$ cat src/inc/pds_defines.svh
// Constants for the paged external data stretch sequencer
`ifndef PDS_DEFINES_SVH
`define PDS_DEFINES_SVH
`define PDS_LEN_W        6
`define PDS_STRETCH_CLKS 6'h04
`define PDS_DATA_CYC_4   6'h04
`define PDS_PS_ONE       2'b00
`define PDS_PS_TWO       2'b01
`define PDS_PS_FOUR      2'b10
`define PDS_PS_ALT       2'b11
`define PDS_STRB_NARROW  6'h01
`define PDS_STRB_WIDE    6'h02
`define PDS_SHORT_SETUP  6'h01
`define PDS_SHORT_HOLD   6'h01
`define PDS_SHORT_TRIM   6'h02
`define PDS_LONG_SETUP   6'h09
`define PDS_LONG_HOLD    6'h05
`define PDS_LONG_TRIM    6'h0E
`endif

$ cat src/inc/pds_pkg.sv
// Types for the paged external data stretch sequencer
`include "pds_defines.svh"
package pds_pkg;
    typedef logic [`PDS_LEN_W-1:0] pds_len_t;
    typedef enum logic [4:0] {
        PDS_IDLE   = 5'b00001,
        PDS_LATCH  = 5'b00010,
        PDS_SETUP  = 5'b00100,
        PDS_STROBE = 5'b01000,
        PDS_HOLD   = 5'b10000
    } pds_state_t;
endpackage

$ cat src/rtl/pds_timing.sv
// Phase lengths of one external access, in system clocks
`timescale 1ns/1ns
`default_nettype none
`include "pds_defines.svh"
module pds_timing (
    input  wire logic           data_i,        // Data move, not a fetch
    input  wire logic [2:0]     stretch_sel_i, // Stretch select
    input  wire logic           pg_en_i,       // Page bus enable
    input  wire logic [1:0]     pg_sel_i,      // Page bus select
    input  wire logic           miss_i,        // Page miss
    output pds_pkg::pds_len_t   latch_len_o,   // Latch phase clocks
    output pds_pkg::pds_len_t   setup_len_o,   // Setup phase clocks
    output pds_pkg::pds_len_t   strobe_len_o,  // Strobe clocks
    output pds_pkg::pds_len_t   hold_len_o     // Hold phase clocks
);
    import pds_pkg::*;

    // --------------------------------------------------------------
    // Stretch code to stretch cycles
    // --------------------------------------------------------------
    function automatic pds_len_t stretch_cycles(input logic [2:0] code);
        stretch_cycles = code[2] ? pds_len_t'(code[1:0]) + 6'h07
                                 : pds_len_t'(code[1:0]);
    endfunction

    pds_len_t hit_len;
    pds_len_t cyc_len;
    pds_len_t base_len;
    pds_len_t w0;
    pds_len_t setup0;
    pds_len_t n;
    logic     four_clk;

    always_comb begin
        case (pg_sel_i)
            `PDS_PS_ONE:  hit_len = 6'h01;
            `PDS_PS_TWO:  hit_len = 6'h02;
            `PDS_PS_FOUR: hit_len = 6'h04;
            default:      hit_len = 6'h02;
        endcase
        if (!pg_en_i)
            hit_len = `PDS_DATA_CYC_4;
        // Alternate page bus and nonpage share one four-clock data cycle
        four_clk = !pg_en_i || (pg_sel_i == `PDS_PS_ALT);
        cyc_len  = four_clk ? `PDS_DATA_CYC_4 : hit_len;
        base_len = pds_len_t'(cyc_len << 1);
        // Widths are in system clocks; divider sets the oscillator ratio
        w0 = (pg_en_i && !pg_sel_i[1]) ? `PDS_STRB_NARROW : `PDS_STRB_WIDE;
        setup0 = pds_len_t'((base_len - w0) >> 1);
        n = stretch_cycles(stretch_sel_i);
        if (!data_i) begin
            // Fetches never stretch
            latch_len_o  = miss_i ? hit_len : 6'h00;
            setup_len_o  = 6'h00;
            strobe_len_o = hit_len;
            hold_len_o   = 6'h00;
        end else begin
            latch_len_o  = miss_i ? (four_clk ? 6'h01 : hit_len) : 6'h00;
            setup_len_o  = (miss_i && four_clk) ? setup0 - 6'h01 : setup0;
            hold_len_o   = base_len - w0 - setup0;
            strobe_len_o = w0;
            if (stretch_sel_i[2]) begin
                setup_len_o  = setup_len_o + `PDS_LONG_SETUP;
                hold_len_o   = hold_len_o + `PDS_LONG_HOLD;
                strobe_len_o = pds_len_t'(w0 + (n << 2) - `PDS_LONG_TRIM);
                if (latch_len_o != 6'h00)
                    latch_len_o = latch_len_o + `PDS_STRETCH_CLKS;
            end else if (n != 6'h00) begin
                setup_len_o  = setup_len_o + `PDS_SHORT_SETUP;
                hold_len_o   = hold_len_o + `PDS_SHORT_HOLD;
                strobe_len_o = pds_len_t'(w0 + (n << 2) - `PDS_SHORT_TRIM);
            end
        end
    end
endmodule
`default_nettype wire

$ cat src/rtl/pds_seq.sv
// External bus sequencer with stretched data moves in page mode
//
// Summary of operation
// Data moves stretch in page mode as they do in nonpage mode.
// Each stretch cycle adds four system clocks in every page setting.
// Codes 000-011 give 0-3 stretch cycles, 100-111 give 7-10.
// Code zero: no stretch, data move takes two basic cycles.
// Codes 1 to 3 extend the access by that many stretch cycles.
// First stretch adds one setup clock and one hold clock.
// Long range adds two stretch cycles setup, one stretch cycle hold.
// Long range page miss widens the latch strobe by one stretch cycle.
// Page hit access is shorter than a miss; no latch phase. Alternate bus data hits with codes 0-3 take as long as a miss here.
// Alternate page bus data timing equals nonpage timing. Long-range alternate hits here skip the widened latch and run 4 clocks shorter.
// Narrow page settings: strobe 1,3,7,11,15,19,23,27 clocks.
// Wide page settings: strobe 2,4,8,12,16,20,24,28 clocks.
// Oscillator widths scale with the clock divider setting.
// Page enable low reverts to the multiplexed nonpage bus.
// Page select sets hit/miss cycle clocks 1/2, 2/4, 4/8, 2/4.
// Upper address byte change is a miss, unchanged is a hit.
// On hits the latch strobe stays low and only low byte drives.
// Only data moves are stretched; fetches keep page-mode length.
// External part completes within the strobe it is given.
`timescale 1ns/1ns
`default_nettype none
`include "pds_defines.svh"
module pds_seq (
    input  wire logic       ref_clk_i,          // System clock
    input  wire logic       rstn_i,             // Sync reset, low
    input  wire logic       req_i,              // Access request
    input  wire logic       req_data_i,         // 1 data move, 0 fetch
    input  wire logic       req_write_i,        // Data write
    input  wire logic [15:0] req_addr_i,        // Address
    input  wire logic [7:0] req_wdata_i,        // Write data
    input  wire logic [2:0] stretch_select_i,   // Stretch code
    input  wire logic       page_bus_enable_i,  // Page mode on
    input  wire logic [1:0] page_bus_select_i,  // Page mode select
    output logic            req_ready_o,        // Idle, request taken
    output logic            done_o,             // Access finished pulse
    output logic [7:0]      rdata_o,            // Read data or opcode
    output logic            ale_o,              // Address latch strobe
    output logic            code_fetch_strobe_n_o, // Fetch strobe, low
    output logic            rd_n_o,             // Read strobe, low
    output logic            wr_n_o,             // Write strobe, low
    input  wire logic [7:0] low_byte_port_i,    // Low port pins in
    output logic [7:0]      low_byte_port_o,    // Low port pins out
    output logic            low_byte_port_oe_o, // Low port drive
    input  wire logic [7:0] high_byte_port_i,   // High port pins in
    output logic [7:0]      high_byte_port_o,   // High port pins out
    output logic            high_byte_port_oe_o // High port drive
);
    import pds_pkg::*;

    // --------------------------------------------------------------
    // State
    // --------------------------------------------------------------
    pds_state_t state_reg, state_next;
    pds_len_t   cnt_reg, cnt_next;
    pds_len_t   latch_len_reg, setup_len_reg, strobe_len_reg, hold_len_reg;
    pds_len_t   latch_len, setup_len, strobe_len, hold_len;
    logic [15:0] addr_reg, addr_next;
    logic [7:0] wdata_reg, wdata_next;
    logic       data_reg, data_next, write_reg, write_next;
    logic [7:0] last_page_reg, last_page_next;
    logic       page_valid_reg, page_valid_next;
    logic       last_data_reg, last_data_next;
    logic [7:0] rdata_reg, rdata_next;
    logic       done_reg, done_next;
    logic [7:0] lo_s1_reg, lo_s2_reg, hi_s1_reg, hi_s2_reg;
    logic       accept, page_miss, four_clk, last_clk;

    assign accept   = req_i && (state_reg == PDS_IDLE);
    assign four_clk = !page_bus_enable_i || (page_bus_select_i == `PDS_PS_ALT);
    // Single-clock page mode forces misses around data moves
    assign page_miss = !page_bus_enable_i || !page_valid_reg
        || (req_addr_i[15:8] != last_page_reg)
        || ((page_bus_select_i == `PDS_PS_ONE) && (req_data_i || last_data_reg));

    pds_timing u_timing (
        .data_i       (req_data_i),
        .stretch_sel_i(stretch_select_i),
        .pg_en_i      (page_bus_enable_i),
        .pg_sel_i     (page_bus_select_i),
        .miss_i       (page_miss),
        .latch_len_o  (latch_len),
        .setup_len_o  (setup_len),
        .strobe_len_o (strobe_len),
        .hold_len_o   (hold_len)
    );

    // --------------------------------------------------------------
    // Pin synchronisers
    // --------------------------------------------------------------
    always_ff @(posedge ref_clk_i) begin
        lo_s1_reg <= low_byte_port_i;
        lo_s2_reg <= lo_s1_reg;
        hi_s1_reg <= high_byte_port_i;
        hi_s2_reg <= hi_s1_reg;
    end

    // --------------------------------------------------------------
    // Sequencer
    // --------------------------------------------------------------
    assign last_clk = (cnt_reg == 6'h00);

    always_comb begin
        state_next      = state_reg;
        cnt_next        = (cnt_reg != 6'h00) ? cnt_reg - 6'h01 : 6'h00;
        addr_next       = addr_reg;
        wdata_next      = wdata_reg;
        data_next       = data_reg;
        write_next      = write_reg;
        last_page_next  = last_page_reg;
        page_valid_next = page_valid_reg;
        last_data_next  = last_data_reg;
        rdata_next      = rdata_reg;
        done_next       = 1'b0;
        case (state_reg)
            PDS_IDLE: begin
                if (accept) begin
                    addr_next       = req_addr_i;
                    wdata_next      = req_wdata_i;
                    data_next       = req_data_i;
                    write_next      = req_write_i;
                    last_page_next  = req_addr_i[15:8];
                    page_valid_next = 1'b1;
                    last_data_next  = req_data_i;
                    // Hits skip the latch phase entirely
                    if (latch_len != 6'h00) begin
                        state_next = PDS_LATCH;
                        cnt_next   = latch_len - 6'h01;
                    end else if (setup_len != 6'h00) begin
                        state_next = PDS_SETUP;
                        cnt_next   = setup_len - 6'h01;
                    end else begin
                        state_next = PDS_STROBE;
                        cnt_next   = strobe_len - 6'h01;
                    end
                end
            end
            PDS_LATCH: begin
                if (last_clk) begin
                    state_next = (setup_len_reg != 6'h00) ? PDS_SETUP : PDS_STROBE;
                    cnt_next   = (setup_len_reg != 6'h00) ? setup_len_reg - 6'h01
                                                          : strobe_len_reg - 6'h01;
                end
            end
            PDS_SETUP: begin
                if (last_clk) begin
                    state_next = PDS_STROBE;
                    cnt_next   = strobe_len_reg - 6'h01;
                end
            end
            PDS_STROBE: begin
                if (last_clk) begin
                    // Synchronised pins lag two clocks; see read window
                    // Alternate page bus returns fetches and data on the high port
                    rdata_next = (four_clk && page_bus_enable_i)
                               ? hi_s2_reg : lo_s2_reg;
                    if (hold_len_reg != 6'h00) begin
                        state_next = PDS_HOLD;
                        cnt_next   = hold_len_reg - 6'h01;
                    end else begin
                        state_next = PDS_IDLE;
                        done_next  = 1'b1;
                    end
                end
            end
            PDS_HOLD: begin
                if (last_clk) begin
                    state_next = PDS_IDLE;
                    done_next  = 1'b1;
                end
            end
            default: state_next = PDS_IDLE;
        endcase
    end

    always_ff @(posedge ref_clk_i) begin
        if (!rstn_i) begin
            state_reg      <= PDS_IDLE;
            cnt_reg        <= 6'h00;
            latch_len_reg  <= 6'h00;
            setup_len_reg  <= 6'h00;
            strobe_len_reg <= 6'h00;
            hold_len_reg   <= 6'h00;
            addr_reg       <= 16'h0000;
            wdata_reg      <= 8'h00;
            data_reg       <= 1'b0;
            write_reg      <= 1'b0;
            last_page_reg  <= 8'h00;
            page_valid_reg <= 1'b0;
            last_data_reg  <= 1'b0;
            rdata_reg      <= 8'h00;
            done_reg       <= 1'b0;
        end else begin
            state_reg      <= state_next;
            cnt_reg        <= cnt_next;
            if (accept) begin
                latch_len_reg  <= latch_len;
                setup_len_reg  <= setup_len;
                strobe_len_reg <= strobe_len;
                hold_len_reg   <= hold_len;
            end
            addr_reg       <= addr_next;
            wdata_reg      <= wdata_next;
            data_reg       <= data_next;
            write_reg      <= write_next;
            last_page_reg  <= last_page_next;
            page_valid_reg <= page_valid_next;
            last_data_reg  <= last_data_next;
            rdata_reg      <= rdata_next;
            done_reg       <= done_next;
        end
    end

    // --------------------------------------------------------------
    // Pin drive
    // --------------------------------------------------------------
    logic in_latch, in_strobe, active, wr_drive;
    assign in_latch  = (state_reg == PDS_LATCH);
    assign in_strobe = (state_reg == PDS_STROBE);
    assign active    = (state_reg != PDS_IDLE);
    assign wr_drive  = active && !in_latch && data_reg && write_reg;

    assign req_ready_o = (state_reg == PDS_IDLE);
    assign done_o      = done_reg;
    assign rdata_o     = rdata_reg;
    assign ale_o       = in_latch;
    assign code_fetch_strobe_n_o = !(in_strobe && !data_reg);
    assign rd_n_o      = !(in_strobe && data_reg && !write_reg);
    assign wr_n_o      = !(in_strobe && data_reg && write_reg);

    always_comb begin
        if (!page_bus_enable_i) begin
            // Nonpage: low port muxes low address and data
            low_byte_port_o     = in_latch ? addr_reg[7:0] : wdata_reg;
            low_byte_port_oe_o  = in_latch || wr_drive;
            high_byte_port_o    = addr_reg[15:8];
            high_byte_port_oe_o = active;
        end else if (page_bus_select_i == `PDS_PS_ALT) begin
            low_byte_port_o     = addr_reg[7:0];
            low_byte_port_oe_o  = active;
            high_byte_port_o    = in_latch ? addr_reg[15:8] : wdata_reg;
            high_byte_port_oe_o = in_latch || wr_drive;
        end else begin
            // Hits drive the low byte only; upper stays in the latch
            low_byte_port_o     = wdata_reg;
            low_byte_port_oe_o  = wr_drive;
            high_byte_port_o    = in_latch ? addr_reg[15:8] : addr_reg[7:0];
            high_byte_port_oe_o = active;
        end
    end

    // --------------------------------------------------------------
    // Checks
    // --------------------------------------------------------------
    logic strb;
    assign strb = !rd_n_o || !wr_n_o;
endmodule
`default_nettype wire

$ cat config.mk
export PLATFORM = sky130hd
export DESIGN_NAME = pds_seq
export DESIGN_NICKNAME = d
export VERILOG_FILES = /design/src/inc/pds_pkg.sv /design/src/rtl/pds_timing.sv /design/src/rtl/pds_seq.sv
export VERILOG_INCLUDE_DIRS = /design/src /design/src/inc
export SDC_FILE = /design/constraint.sdc
export NUM_CORES = 1
export LEC_CHECK = 0
export BUFFER_PORTS_ARGS = -buffer_cell sky130_fd_sc_hd__buf_2
export CAP_MARGIN = 30
export CORE_MARGIN = 4
export CORE_UTILIZATION = 55
export DETAILED_ROUTE_END_ITERATION = 6
export PLACE_DENSITY = 0.83
export RECOVER_POWER = 100
export SYNTH_ARGS = -nofsm -noshare
export SYNTH_HDL_FRONTEND = slang
export SYNTH_SLANG_ARGS = --single-unit
$ cat constraint.sdc
create_clock -name ref_clk_i -period 14.35 [get_ports ref_clk_i]
set_input_delay 2.1525 -clock ref_clk_i [delete_from_list [all_inputs] [get_ports ref_clk_i]]
set_output_delay 2.1525 -clock ref_clk_i [all_outputs]
set_load 0.01 [all_outputs]
==> results by group <==
Status
  • Status: finished, violations left
  • Failing checks: max-capacitance violations, max-slew violations

Placed design
  • Placer congestion estimate: approximately 0.94
  • Pre-CTS WS: between 7 and 8 ns
  • Port buffer count: 82
  • Placed Cells: around 850
  • DPL Wire Length: between 10000 and 15000 um
  • Placed cell areas: between 5000 and 6000 um^2

Critical path
  • Crit Path Class: input port to flop
  • Worst-path fanout max: 14
  • Crit. End Element: flop
  • Reg2reg setup slack: 10.32 ns
  • CP arrival: ~7.7 ns
  • Worst Reg2Reg Path Length in Cells: 15
  • Crit Reg-Reg Startpoint: addr_reg[12]
  • CP startpoint kind: input port
  • RR Endpoint: cnt_reg[1]
  • Required time of the worst setup path: 14.62 ns

Drt
  • DR pass1 iterations: 5
  • Vias: between 5000 and 6000
  • DRC: 0
  • Routed WL: about 14000 um
  • DR WL/cell: roughly 16 um
  • Routed vias/inst: just under 6
  • 1st-iter DRT viols: around 400
  • Routed Antenna Nets: 0

Global route
  • Vias in the first global route: 4808
  • Initial antenna violation count: 0
  • Global Route Usage Sum: between 20% and 30%
  • Global-route wire length before repair: between 20000 and 25000 um
  • Largest net degree at the start of global routing: between 60 and 70
  • Gr ovfl total: 0

Floorplanning
  • Die Wd: 108.1 um
  • Area of the core: 9774 um^2
  • IO Count: 83
  • Die height: 108.1 um
  • Die Area: approximately 12000 um^2
  • Rows: 36
  • Initial Utilization: 56.35%

Synthesis
  • EDFF count, synth: 0
  • Sequential area share after synthesis: 35.26%
  • Avg Cell Area, Syn: roughly 8 um^2
  • Synth Cell Area: 5508 um^2
  • Synth warn: 0
  • Top FF cell, synth: dfxtp_1
  • Syn nets: approximately 740
  • #FFs+latches synth: 97
  • Gate Count Post-Synth: between 600 and 700
  • Post-synth ARST share: 0%
  • Post-synthesis cell type count: 68

Run
  • Max Cap Viol: 1

Clock tree
  • Clk sinks: 97
  • Clock transition at path regs: roughly 0.1 ns
  • Hold-fix buffers at CTS: 0
  • Clk_lat worst skew: 0.37 ns
  • CTS resizes: 0
  • CTS Root Cell: clkbuf_8
  • Number of CTS-inserted buffers: 9
  • Post-CTS Repair Setup Buffers: 0
  • CTS tree: built
  • CTS max path bufs: 2
  • Htree depth: 3

Final layout
  • Max reg flops: 16
  • Area growth syn-to-layout: 11.13%
  • Layout cell share with drive strength beyond 1: 12.13%
  • Final std cells w/o fill: slightly below 900
  • # fillers: approximately 890
  • Final instance area: 6121 um^2
  • Ant. Diodes: 0
  • Final nets: 803

STA
  • Final period util: between 50% and 60%
  • Final setup violation count: 0
  • Pins Over Slew Limit: 68
  • Clock Skews: 0.01198 ns
  • Worst setup margin: around 7 ns
  • Post-route setup TNS: 0 ns
  • Worst hold slack: approximately 0.33 ns
  • Max-slew headroom: -58.57%
  • Minimum clock period: approximately 7.4 ns
  • Highest clock rate: around 140 MHz
  • Worst slew pin tran: between 2 and 2.5 ns
  • Unrepaired setup endpoints after global routing: no
  • Final Hold Viols: 0

Pwr
  • PwrDens: around 120 nW/um^2
  • P_leak: 2.681 nW
  • Worst vdd ir: 0.08127 mV

Hold path
  • HP Class: flop to flop
  • Hold-critical path endpoint: lo_s2_reg[7]
  • Hold path depth: 0
  • Hold Startpoint: lo_s1_reg[7]
-- worst max-delay path by stage --
stage	startpoint	end	slack, ns	cells after the start
final	page_bus_enable_i	cnt_reg[1]	6.96	16
after global routing	page_bus_enable_i	cnt_reg[1]	6.59	16
after CTS	page_bus_enable_i	cnt_reg[1]	7.73	16
after detailed placement	page_bus_enable_i	cnt_reg[1]	7.32	16
after global placement	page_bus_enable_i	cnt_reg[1]	7.54	16
after floorplan	page_bus_select_i[1]	cnt_reg[1]	8.01	17
-- power by group --
| group | internal, mW | leakage, nW | switching (mW) | total [mW] |
|---|---|---|---|---|
| logic | 0.107 | 1.78 | 0.158 | 0.265 |
| clock network | 0.0695 | 0.103 | 0.108 | 0.178 |
| registers | 0.295 | 0.801 | 0.0201 | 0.315 |
-- worst max-delay path, stage by stage --
cell and delay, ns:
clkbuf_1 0.39, nor2b_1 0.53, ha_1 0.41, xnor2_1 0.56, inv_1 0.15, ha_1 0.38, or4_1 0.58, a21o_1 0.21
or3_1 0.40, and3_1 0.17, o21ai_0 0.65, and3_1 0.35, a21oi_1 0.10, ha_1 0.30, nor2_1 0.04, o31a_1 0.28
-- metrics by stage --
| step | utilization, % | power, mW |
|---|---|---|
| global route | 62.62 | 0.8069 |
| floorplan | - | 0.5146 |
| global placement | 61.10 | 0.5785 |
| detailed placement | 61.10 | 0.5832 |
| finish | 62.62 | 0.7574 |
| CTS | 63.20 | 0.7604 |
-- layout make-up --
cell class / count / area, um^2 / share of cell area, %
multi-input combinational: 506 / 3294 / 53.82
sequential: 97 / 1942 / 31.73
timing repair buffer: 87 / 407.9 / 6.664
tap: 133 / 166.4 / 2.719
inverter: 28 / 105.1 / 1.717
clock buffer: 9 / 123.9 / 2.024
clock inverter: 7 / 81.33 / 1.329
-- cells in the mapped netlist, drive strengths merged (4+ instances only) --
library cell	n	area, um^2
a21oi	30	161.4
mux2	9	105.1
nor2	37	138.9
o22ai	11	68.82
clkbuf	30	112.6
o211a	8	80.08
xnor2	23	201.4
a21boi	37	277.8
nor3	12	60.06
buf	7	37.53
or3	12	85.08
and3	9	56.30
nand3b	6	45.04
o21ai	34	181.4
nand3	14	75.07
mux2i	19	190.2
o21a	5	37.54
nand2	114	427.9
nor3b	7	52.55
a22oi	7	52.55
dfxtp	97	1942
xor2	25	219.0
and2	4	25.03
inv	28	105.1
nor2b	9	56.30
ha	22	275.3
nand4	4	25.02
a31oi	4	31.28
-- logic make-up after synthesis --
kind of cell               Yosys count  synth area share [%]
and+or+nand+nor                    244                 21.40
AOI/OAI and AO/OA                  163                 20.36
DFF                                 97                 35.26
buffers and inverters               65                 4.634
xor gates and xnor gates            48                 7.633
muxes                               28                 5.361
adders and majority gates           23                 5.361
-- cells in the final DEF, fill, tap and decap left out, drive strengths merged, types with 14 or more instances in the layout --
cell type	instances
nand2	114
ha	22
dfxtp	97
mux2i	19
nor2	37
a21boi	37
xnor2	23
inv	31
xor2	25
buf	55
o21ai	34
clkbuf	41
nand3	14
a21oi	30
-- layer usage --
metal | vias up | wire length (um) | GRT usage (%)
met1 | 2337 | 5853 | 31.44
met2 | 204 | 6715 | 40.28
met5 | - | 0 | 0
li1 | 2445 | - | -
met3 | 34 | 1035 | 5.194
met4 | 0 | 379 | 9.468
Note: power is estimated with default switching activity, not from simulation.
